==> src/wrwu_pkg.sv <==
package wrwu_pkg;
   // ***************************************************
   // clocking
   // ***************************************************
   localparam int unsigned CLK_HZ   = 100_000_000;
   localparam int unsigned LF_HZ    = 32000;
   localparam int unsigned LF_DIV   = CLK_HZ / LF_HZ;
   localparam int unsigned LF_W     = 12;
   localparam logic [11:0] LF_DIV_M1 = 12'(LF_DIV - 1);

   // ***************************************************
   // sfr map
   // ***************************************************
   localparam logic [7:0] ADDR_XDH  = 8'hAB;
   localparam logic [7:0] ADDR_XDL  = 8'hAC;
   localparam logic [7:0] ADDR_XCTL = 8'hAD;
   localparam logic [7:0] ADDR_TDIV = 8'hB5;
   localparam logic [7:0] XD_RST    = 8'h00;
   localparam logic [3:0] XCTL_RST  = 4'h0;
   localparam logic [7:0] TDIV_RST  = 8'h03;
   localparam int unsigned CTL_DIR  = 3;
   localparam int unsigned CTL_PEND = 4;

   // ***************************************************
   // indirect addresses and fields
   // ***************************************************
   localparam logic [2:0] IA_WD     = 3'h0;
   localparam logic [2:0] IA_UPPER  = 3'h1;
   localparam logic [2:0] IA_LAT_LO = 3'h2;
   localparam logic [2:0] IA_RTC    = 3'h3;
   localparam logic [2:0] IA_CFG0   = 3'h4;
   localparam logic [2:0] IA_CFG1   = 3'h5;
   localparam int unsigned FT_LSB   = 8;
   localparam int unsigned ST_RTC   = 8;
   localparam int unsigned CFG_W    = 4;
   localparam int unsigned CFG0_PINS = 4;
   localparam logic [15:0] WD_RST   = 16'hFFFF;

   // ***************************************************
   // pin filter and edge codes
   // ***************************************************
   localparam logic [6:0] FILT_N0 = 7'h00;
   localparam logic [6:0] FILT_N1 = 7'h02;
   localparam logic [6:0] FILT_N2 = 7'h08;
   localparam logic [6:0] FILT_N3 = 7'h40;
   localparam int unsigned EDGE_RISE = 0;
   localparam int unsigned EDGE_FALL = 1;

   // transfer sequencer states
   typedef enum logic {WRWU_XS_IDLE, WRWU_XS_PEND} wrwu_xs_t;
endpackage

==> src/wrwu_pin_filter.sv <==
`timescale 1ns/100ps
module wrwu_pin_filter (
   // clock and reset
   input  wire logic       ref_clk,
   input  wire logic       rstn,
   // sampling and pin
   input  wire logic       sample_en,
   input  wire logic       pin_in,
   // configuration
   input  wire logic [1:0] filt_code,
   input  wire logic [1:0] edge_code,
   // result
   output logic            wake_pulse
);
   logic [6:0] need;
   logic [6:0] cnt_q;
   logic       filt_q;
   logic       filt_d_q;
   logic       edge_q;

   // stable-sample count per filter code
   always_comb begin
      unique case (filt_code)
         2'h0: need = wrwu_pkg::FILT_N0;
         2'h1: need = wrwu_pkg::FILT_N1;
         2'h2: need = wrwu_pkg::FILT_N2;
         2'h3: need = wrwu_pkg::FILT_N3;
      endcase
   end

   // debounce: new level passes after need stable samples, after one sample when need is 0
   always_ff @(posedge ref_clk or negedge rstn) begin
      if (!rstn) begin
         cnt_q  <= 7'h00;
         filt_q <= 1'b0;
      end else if (sample_en) begin
         if (pin_in == filt_q) begin
            cnt_q <= 7'h00;
         end else if ({1'b0, cnt_q} + 8'h01 >= {1'b0, need}) begin
            filt_q <= pin_in;
            cnt_q  <= 7'h00;
         end else begin
            cnt_q <= cnt_q + 7'h01;
         end
      end
   end

   // edge detect, two samples behind the filter
   always_ff @(posedge ref_clk or negedge rstn) begin
      if (!rstn) begin
         filt_d_q <= 1'b0;
         edge_q   <= 1'b0;
      end else if (sample_en) begin
         filt_d_q <= filt_q;
         edge_q   <= (filt_q & ~filt_d_q & edge_code[wrwu_pkg::EDGE_RISE]) |
                     (~filt_q & filt_d_q & edge_code[wrwu_pkg::EDGE_FALL]);
      end
   end

   assign wake_pulse = sample_en & edge_q;
endmodule

==> src/wrwu_top.sv <==
`timescale 1ns/100ps
module wrwu_top #(
   parameter int unsigned NPINS = 6
) (
   // clock and reset
   input  wire logic             ref_clk,
   input  wire logic             rstn,
   // sfr bus
   input  wire logic [7:0]       sfr_addr,
   input  wire logic [7:0]       sfr_wdata,
   input  wire logic             sfr_wr,
   input  wire logic             sfr_rd,
   output logic      [7:0]       sfr_rdata,
   // wake pins
   input  wire logic [NPINS-1:0] p0_in,
   // system events
   output logic                  wd_reset,
   output logic                  wakeup_interrupt,
   output logic                  rtc_reload
);
   // ***************************************************
   // declarations
   // ***************************************************
   logic [11:0]      lf_cnt_q;
   logic             lf_en;
   logic [7:0]       tick_divider_q;
   logic [7:0]       tick_cnt_q;
   logic             tick;
   logic [7:0]       xfer_data_high_q;
   logic [7:0]       xfer_data_low_q;
   logic [15:0]      xdata;
   logic [3:0]       xfer_control_q;
   logic [2:0]       ia;
   wrwu_pkg::wrwu_xs_t xs_q;
   logic             pend;
   logic             ctl_wr;
   logic             exec;
   logic             exec_wr;
   logic             exec_rd;
   logic [15:0]      rd_val;
   logic [23:0]      latch_q;
   logic [23:0]      wcnt_q;
   logic             rtc_en_q;
   logic             rtc_wake;
   logic             rtc_reload_q;
   logic             rtc_flag_q;
   logic             stat_clr;
   logic [3:0]       filter_timer_latch_q;
   logic [3:0]       ft_cnt_q;
   logic             fsample;
   logic [3:0]       cfg_q [NPINS];
   logic [NPINS-1:0] pin_wake;
   logic [NPINS-1:0] pin_flag_q;
   logic             wd_active_q;
   logic [15:0]      wd_cnt_q;
   logic             wd_load;
   logic             wd_fire;
   logic             wd_reset_q;
   logic [7:0]       rdata_q;
   logic [11:0]      pend_age_q;
   localparam int unsigned ST_RTC_IDX = wrwu_pkg::ST_RTC;

   // ***************************************************
   // slow clock and tick
   // ***************************************************
   // 32 kHz enable from the reference clock
   always_ff @(posedge ref_clk or negedge rstn) begin
      if (!rstn) begin
         lf_cnt_q <= 12'h000;
      end else if (lf_en) begin
         lf_cnt_q <= 12'h000;
      end else begin
         lf_cnt_q <= lf_cnt_q + 12'h001;
      end
   end
   assign lf_en = (lf_cnt_q == wrwu_pkg::LF_DIV_M1);

   // tick every 1 + divider slow periods
   always_ff @(posedge ref_clk or negedge rstn) begin
      if (!rstn) begin
         tick_cnt_q <= 8'h00;
      end else if (lf_en) begin
         tick_cnt_q <= tick ? 8'h00 : tick_cnt_q + 8'h01;
      end
   end
   assign tick = lf_en && (tick_cnt_q >= tick_divider_q);

   // ***************************************************
   // sfr registers
   // ***************************************************
   assign ctl_wr = sfr_wr && (sfr_addr == wrwu_pkg::ADDR_XCTL);

   // tick divider register
   always_ff @(posedge ref_clk or negedge rstn) begin
      if (!rstn) begin
         tick_divider_q <= wrwu_pkg::TDIV_RST;
      end else if (sfr_wr && sfr_addr == wrwu_pkg::ADDR_TDIV) begin
         tick_divider_q <= sfr_wdata;
      end
   end

   // data pair: cpu writes, read transfers load it
   always_ff @(posedge ref_clk or negedge rstn) begin
      if (!rstn) begin
         xfer_data_high_q <= wrwu_pkg::XD_RST;
         xfer_data_low_q  <= wrwu_pkg::XD_RST;
      end else begin
         if (sfr_wr && sfr_addr == wrwu_pkg::ADDR_XDH) begin
            xfer_data_high_q <= sfr_wdata;
         end else if (exec_rd) begin
            xfer_data_high_q <= rd_val[15:8];
         end
         if (sfr_wr && sfr_addr == wrwu_pkg::ADDR_XDL) begin
            xfer_data_low_q <= sfr_wdata;
         end else if (exec_rd) begin
            xfer_data_low_q <= rd_val[7:0];
         end
      end
   end
   assign xdata = {xfer_data_high_q, xfer_data_low_q};

   // control: direction and indirect address
   always_ff @(posedge ref_clk or negedge rstn) begin
      if (!rstn) begin
         xfer_control_q <= wrwu_pkg::XCTL_RST;
      end else if (ctl_wr) begin
         xfer_control_q <= sfr_wdata[wrwu_pkg::CTL_DIR:0];
      end
   end
   assign ia = xfer_control_q[2:0];

   // transfer waits for the next slow edge; a new start wins over completion
   always_ff @(posedge ref_clk or negedge rstn) begin
      if (!rstn) begin
         xs_q <= wrwu_pkg::WRWU_XS_IDLE;
      end else begin
         unique case (xs_q)
            wrwu_pkg::WRWU_XS_IDLE: begin
               if (ctl_wr) begin
                  xs_q <= wrwu_pkg::WRWU_XS_PEND;
               end
            end
            wrwu_pkg::WRWU_XS_PEND: begin
               if (lf_en && !ctl_wr) begin
                  xs_q <= wrwu_pkg::WRWU_XS_IDLE;
               end
            end
         endcase
      end
   end
   assign pend    = (xs_q == wrwu_pkg::WRWU_XS_PEND);
   assign exec    = pend && lf_en;
   assign exec_wr = exec && xfer_control_q[wrwu_pkg::CTL_DIR];
   assign exec_rd = exec && !xfer_control_q[wrwu_pkg::CTL_DIR];

   // indirect read selection
   always_comb begin
      rd_val = 16'h0000;
      unique case (ia)
         wrwu_pkg::IA_WD:     rd_val = wd_cnt_q;
         wrwu_pkg::IA_UPPER:  rd_val = {wcnt_q[23:16], latch_q[23:16]};
         wrwu_pkg::IA_LAT_LO: rd_val = latch_q[15:0];
         wrwu_pkg::IA_RTC:    rd_val = wcnt_q[15:0];
         wrwu_pkg::IA_CFG0,
         wrwu_pkg::IA_CFG1: begin
            rd_val[ST_RTC_IDX] = rtc_flag_q;
            rd_val[NPINS-1:0]  = pin_flag_q;
         end
         default:             rd_val = 16'h0000;
      endcase
   end

   // registered read answer, unmapped reads as zero
   always_ff @(posedge ref_clk or negedge rstn) begin
      if (!rstn) begin
         rdata_q <= 8'h00;
      end else if (sfr_rd) begin
         unique case (sfr_addr)
            wrwu_pkg::ADDR_XDH:  rdata_q <= xfer_data_high_q;
            wrwu_pkg::ADDR_XDL:  rdata_q <= xfer_data_low_q;
            wrwu_pkg::ADDR_XCTL: rdata_q <= {3'h0, pend, xfer_control_q};
            wrwu_pkg::ADDR_TDIV: rdata_q <= tick_divider_q;
            default:             rdata_q <= 8'h00;
         endcase
      end
   end
   assign sfr_rdata = rdata_q;

   // ***************************************************
   // wakeup timer
   // ***************************************************
   // reload latch
   always_ff @(posedge ref_clk or negedge rstn) begin
      if (!rstn) begin
         latch_q              <= 24'h000000;
         filter_timer_latch_q <= 4'h0;
      end else if (exec_wr && ia == wrwu_pkg::IA_LAT_LO) begin
         latch_q[15:0] <= xdata;
      end else if (exec_wr && ia == wrwu_pkg::IA_UPPER) begin
         latch_q[23:16]       <= xdata[7:0];
         filter_timer_latch_q <= xdata[wrwu_pkg::FT_LSB +: 4];
      end
   end

   // down-counter with auto reload
   always_ff @(posedge ref_clk or negedge rstn) begin
      if (!rstn) begin
         rtc_en_q <= 1'b0;
         wcnt_q   <= 24'h000000;
      end else if (exec_wr && ia == wrwu_pkg::IA_LAT_LO) begin
         rtc_en_q <= 1'b1;
         wcnt_q   <= {latch_q[23:16], xdata};
      end else if (exec_wr && ia == wrwu_pkg::IA_RTC) begin
         rtc_en_q <= 1'b0;
      end else if (tick && rtc_en_q) begin
         wcnt_q <= (wcnt_q == 24'h000000) ? latch_q : wcnt_q - 24'h000001;
      end
   end
   assign rtc_wake = tick && rtc_en_q && (wcnt_q == 24'h000000) && !exec_wr;

   // reload pulse out
   always_ff @(posedge ref_clk or negedge rstn) begin
      if (!rstn) begin
         rtc_reload_q <= 1'b0;
      end else begin
         rtc_reload_q <= rtc_wake;
      end
   end
   assign rtc_reload = rtc_reload_q;

   // ***************************************************
   // pin wakeup
   // ***************************************************
   // filter sample rate: every 1 + filter timer slow periods
   always_ff @(posedge ref_clk or negedge rstn) begin
      if (!rstn) begin
         ft_cnt_q <= 4'h0;
      end else if (lf_en) begin
         ft_cnt_q <= fsample ? 4'h0 : ft_cnt_q + 4'h1;
      end
   end
   assign fsample = lf_en && (ft_cnt_q >= filter_timer_latch_q);

   // per-pin configuration and filter
   for (genvar i = 0; i < NPINS; i++) begin : g_pin
      localparam logic [2:0] CA = (i < wrwu_pkg::CFG0_PINS) ? wrwu_pkg::IA_CFG0 : wrwu_pkg::IA_CFG1;
      localparam int unsigned CB = (i < wrwu_pkg::CFG0_PINS) ? wrwu_pkg::CFG_W * i
                                   : wrwu_pkg::CFG_W * (i - wrwu_pkg::CFG0_PINS);
      always_ff @(posedge ref_clk or negedge rstn) begin
         if (!rstn) begin
            cfg_q[i] <= 4'h0;
         end else if (exec_wr && ia == CA) begin
            cfg_q[i] <= xdata[CB +: wrwu_pkg::CFG_W];
         end
      end
      wrwu_pin_filter u_filt (
         .ref_clk    (ref_clk),
         .rstn       (rstn),
         .sample_en  (fsample),
         .pin_in     (p0_in[i]),
         .filt_code  (cfg_q[i][1:0]),
         .edge_code  (cfg_q[i][3:2]),
         .wake_pulse (pin_wake[i])
      );
   end

   // sticky wake status, set wins over status-read clear
   assign stat_clr = exec_rd && (ia == wrwu_pkg::IA_CFG0 || ia == wrwu_pkg::IA_CFG1);
   always_ff @(posedge ref_clk or negedge rstn) begin
      if (!rstn) begin
         rtc_flag_q <= 1'b0;
         pin_flag_q <= '0;
      end else begin
         rtc_flag_q <= rtc_wake | (rtc_flag_q & ~stat_clr);
         pin_flag_q <= pin_wake | (pin_flag_q & {NPINS{~stat_clr}});
      end
   end
   assign wakeup_interrupt = rtc_flag_q | (|pin_flag_q);

   // ***************************************************
   // watchdog
   // ***************************************************
   assign wd_load = exec_wr && (ia == wrwu_pkg::IA_WD);
   assign wd_fire = tick && wd_active_q && (wd_cnt_q <= 16'h0001) && !wd_load;

   // arm on first control write, never disarm
   always_ff @(posedge ref_clk or negedge rstn) begin
      if (!rstn) begin
         wd_active_q <= 1'b0;
      end else if (ctl_wr) begin
         wd_active_q <= 1'b1;
      end
   end

   // count and load
   always_ff @(posedge ref_clk or negedge rstn) begin
      if (!rstn) begin
         wd_cnt_q <= wrwu_pkg::WD_RST;
      end else if (wd_load) begin
         wd_cnt_q <= xdata;
      end else if (tick && wd_active_q && wd_cnt_q != 16'h0000) begin
         wd_cnt_q <= wd_cnt_q - 16'h0001;
      end
   end

   // one-cycle reset request
   always_ff @(posedge ref_clk or negedge rstn) begin
      if (!rstn) begin
         wd_reset_q <= 1'b0;
      end else begin
         wd_reset_q <= wd_fire;
      end
   end
   assign wd_reset = wd_reset_q;

   // ***************************************************
   // checks
   // ***************************************************
   // age of an outstanding transfer
   always_ff @(posedge ref_clk or negedge rstn) begin
      if (!rstn) begin
         pend_age_q <= 12'h000;
      end else if (!pend || ctl_wr) begin
         pend_age_q <= 12'h000;
      end else begin
         pend_age_q <= pend_age_q + 12'h001;
      end
   end
endmodule

==> config.mk <==
export PLATFORM = sky130hd
export DESIGN_NAME = wrwu_top
export DESIGN_NICKNAME = d
export VERILOG_FILES = /design/src/wrwu_pkg.sv /design/src/wrwu_pin_filter.sv /design/src/wrwu_top.sv
export SDC_FILE = /design/constraint.sdc
export NUM_CORES = 1
export LEC_CHECK = 0
export BUFFER_PORTS_ARGS = -buffer_cell sky130_fd_sc_hd__buf_2
export CAP_MARGIN = 0
export CORE_ASPECT_RATIO = 0.75
export CORE_MARGIN = 2
export CORE_UTILIZATION = 55
export CTS_BUF_LIST = sky130_fd_sc_hd__clkbuf_8
export CTS_CLUSTER_DIAMETER = 80
export DETAILED_ROUTE_END_ITERATION = 16
export PLACE_DENSITY = 0.72
export SLEW_MARGIN = 25
export SYNTH_ARGS = -nofsm -noshare
export SYNTH_HDL_FRONTEND = slang
export SYNTH_SLANG_ARGS = --single-unit
==> constraint.sdc <==
create_clock -name ref_clk -period 3.1 [get_ports ref_clk]
set_input_delay 0.93 -clock ref_clk [delete_from_list [all_inputs] [get_ports ref_clk]]
set_output_delay 0.93 -clock ref_clk [all_outputs]
set_load 0.05 [all_outputs]
==> impl_summary.txt <==
----------------------------------------------------
[Clocking]
  Number of levels in the clock H-tree ... 2
  Clock root buffer ... clkbuf_8
  Clock Latency Late Sink ... 540 ps
  Number of buffers on the longest clock path ... 3
  Total clock buffers created by CTS ... 37
  Count of instances resized after the clock tree is built ... 0
  Clock slew at reported path FFs ... 60 ps
  Setup bufs post-CTS ... 0
  CTS sink cnt ... 224
  TritonCTS clock tree ... done
  Number of hold-repair buffers added at the cts stage ... 0

[Synthesis]
  Share of synthesized area occupied by flip-flops and latches ... 0.4414
  Post-Synthesis Net Count ... 1415
  Dominant cell type by area after synthesis ... dfrtp_1
  Combined area of all synthesized cells ... 12750 um^2
  Proportion of synthesized flip-flops having asynchronous set or reset ... 1.000
  Most frequent cells after synthesis ... 210 x nand2_1, 206 x dfrtp_1, 90 x nor2_1
  Most frequently used cell type in the post-synthesis netlist ... nand2_1
  Share of the synthesized area in the top cell type ... 0.4043
  Ranking of synthesized cells by area ... dfrtp_1 40%, nand2_1 6.2%, mux2_2 5.5%
  Cell count after synthesis ... 1345
  Primary flip-flop cell chosen by synthesis mapping ... dfrtp_1
  Count of synthesis-stage warnings from yosys ... 0
  Unique masters post-synth ... 76
  Flip-flop and latch count after synthesis ... 224
  Mean instance size in the synthesized netlist ... 9.479 um^2
  Count of flip-flops with a built-in enable after synthesis ... 0

[STA]
  Crit share post-route ... 0.8899
  Fmax ... 362.5 MHz
  Slew of the pin with the lowest slew margin ... 910.4 ps
  Total Negative Setup Slacks ... 0 ps
  Setup violation total in the final timing report ... 0
  Final worst path period need ... 2759 ps
  Max Clock Skew ... 21.46 ps
  Max-slew violation total from the final report ... 0
  Setup repair after global routing missed its margin ... no
  Worst slew margin relative to its limit ... 0.3879
  Count of endpoints failing hold in the final timing report ... 0

[Flow run]
  Maximum Capacitance Violations ... 0

[Power and ir drop]
  Leakage power summed over all cells ... 0.006468 uW
  Power density of the placed cells ... 414.6 nW/um^2
  Peak VDD IR ... 0.0002815 V

[Layout]
  Total area of multi-input combinational cells ... 6720 um^2
  Number of nets in the layout ... 1480
  Antenna Diode Count ... 0
  Number of non-filler instances in the completed layout ... 1738
  Final core utilization ... 0.6241
  Register cell area after layout ... 5628 um^2
  Fillcell total ... 1899
  Share of final-layout standard cells stronger than drive strength 1 ... 0.1836
  Relative area change from synthesis to final layout ... 12.01%

[Worst setup path]
  Dominant delay contributor by cell family on the critical path ... compound AO/OA/AOI/OAI gates
  Critical path depth ... 6
  Worst Setup Path Type ... reg -> reg
  Biggest cell delay along the critical path ... 520 ps
  Startpoint of the worst-slack reg-to-reg timing path ... lf_cnt_q[8]
  Last element of the critical path ... wcnt_q[17]
  Worst reg2reg endpoint ... wcnt_q[17]
  Cell at the slowest stage of the critical path ... o21ai_0
  Number of cells on the worst reg-to-reg path ... 6
  Endpoint arrival time on the critical path ... 3230 ps
  Chain of cells forming the critical path ... nor4bb_1 > and3_1 > o311a_1 > nand2_1 > o21ai_0 > a221o_1
  Critical path launch point type ... flip-flop
  Worst endpoint required time ... 3570 ps
  Worst Setup SP ... lf_cnt_q[8]
  Maximum fanout count along the critical path ... 8
  Count of buffering cells on the critical path with inverters included ... 0
  CP Capture Type ... flip-flop
  Worst R2R Setup Slack ... 340 ps

[Floorplanning]
  Core Rows ... 48
  Chip width ... 179.8 um
  Die footprint ... 24430 um^2
  I/O pin cnt ... 37
  CORE AREA ... 22880 um^2
  Initial Util ... 0.5572
  Vertical extent of the die ... 135.9 um

[Detailed routing]
  Total iterations of the first detailed-routing run ... 7
  Routed via count ... 10.63k
  Number of DRC markers in iteration 0 ... 1173
  Vias per cell ... 6.114
  Routed WL ... 33.38 mm
  Average wire per standard cell ... 19.21 um
  DRC violations left ... 0
  Routed Antenna Nets ... 0

[Placement]
  Number of placed cells counting well taps ... 1671
  HPWL after DPL ... 23.77 mm
  RD Place Congestion ... 0.9246
  Number of I/O port buffers ... 36

[Global routing]
  Wire length of the first global-routing pass ... 54.12 mm
  Global Route Usage Sum ... 0.2776
  GRT met1 Usage ... 0.4202
  GR met2 Demand/Resource ... 0.3919
  Initial antenna violation count ... 0
  Via count of the first global-routing pass ... 9995
  Routing usage on met3 ... 0.07206
  Maximum number of pins on one net before global-route repair ... 59
  Top Usage Layer GRT ... met1
  Total congestion overflow after global routing ... 0

[Outcome]
  Status ... complete, no violations

[Hold path]
  Worst min-delay path class ... in -> async

----------------------------------------------------
-- area by class of cell --
class	instances	share of cell area
timing repair buffer	83	0.04240
inverter	51	0.01340
sequential	224	0.3941
multi-input combinational	1013	0.4706
tap	300	0.02628
clock inverter	20	0.007973
clock buffer	47	0.04530
-- flip-flops by register name, indices dropped and copies added (netlist names), 4 cells and up --
register	cells
g_pin.u_filt.filt_d_q	6
g_pin.u_filt.cnt_q	42
pin_flag_q	6
filter_timer_latch_q	4
wd_cnt_q	16
tick_divider_q	8
sfr_rdata	8
tick_cnt_q	8
xfer_data_high_q	8
g_pin.u_filt.edge_q	6
latch_q	24
lf_cnt_q	12
cfg_q	24
ft_cnt_q	4
xfer_control_q	4
wcnt_q	24
xfer_data_low_q	8
g_pin.u_filt.filt_q	6
-- cell usage in the layout (no fill, tap or decap), types with 32 or more instances in the layout --
| master | instances |
|---|---|
| buf_2 | 35 |
| inv_1 | 63 |
| nor2_1 | 90 |
| buf_4 | 42 |
| a21oi_1 | 54 |
| nor3_1 | 32 |
| xnor2_1 | 36 |
| dfrtp_1 | 206 |
| clkbuf_8 | 47 |
| mux2_2 | 62 |
| o21ai_0 | 75 |
| ha_1 | 44 |
| nand3_1 | 60 |
| nand2_1 | 209 |
-- cell families (layout without fill, tap and decap cells) --
kind of cell,Yosys count,in the layout,share of synthesized area
mux,96,96,0.09392
fa+ha+maj,44,44,0.04318
buf+inv,108,201,0.03268
xor+xnor,52,52,0.03572
simple gates,554,554,0.2134
compound gates,267,267,0.1396
flops,224,224,0.4414
-- metal layers --
| metal | share of wire | vias up |
|---|---|---|
| met5 | 0 | - |
| met4 | 0.025 | 0 |
| met3 | 0.11 | 71 |
| met2 | 0.41 | 445 |
| met1 | 0.46 | 5111 |
| li1 | - | 5000 |
-- worst register-to-register path, cell delays in order, from the launching register on --
cell	delay [ps]
dfrtp_1	410
nor4bb_1	440
and3_1	450
o311a_1	410
nand2_1	240
o21ai_0	520
a221o_1	240
-- worst min-delay path by stage --
stage,end,slack [ps],depth (start not counted)
detailed placement,g_pin[5].u_filt.filt_d_q,480,2
CTS,lf_cnt_q[3],330,1
global route,lf_cnt_q[3],350,1
global placement,g_pin[5].u_filt.filt_d_q,480,2
floorplan,latch_q[6],450,2
finish,lf_cnt_q[3],320,1
-- power by group --
| group | leakage [uW] | switching [uW] | total (uW) | internal [uW] |
|---|---|---|---|---|
| clock network | 0.000444 | 1210 | 2670 | 1450 |
| registers | 0.00283 | 58.8 | 3010 | 2950 |
| logic | 0.00320 | 164 | 246 | 81.9 |
-- metrics by stage --
stage / hold slack (ps) / worst slack, ps / instance area (um^2) / power (uW)
floorplan: 448.5 / 340.4 / 12750 / 3127
global placement: 476.4 / 475.1 / 13520 / 3297
detailed placement: 481.6 / 363.0 / 13520 / 3301
CTS: 327.5 / 348.4 / 14280 / 5984
global route: 345.5 / 141.8 / 14280 / 6136
finish: 316.7 / 341.2 / 14280 / 5921
(Power assumes the default switching activity.)
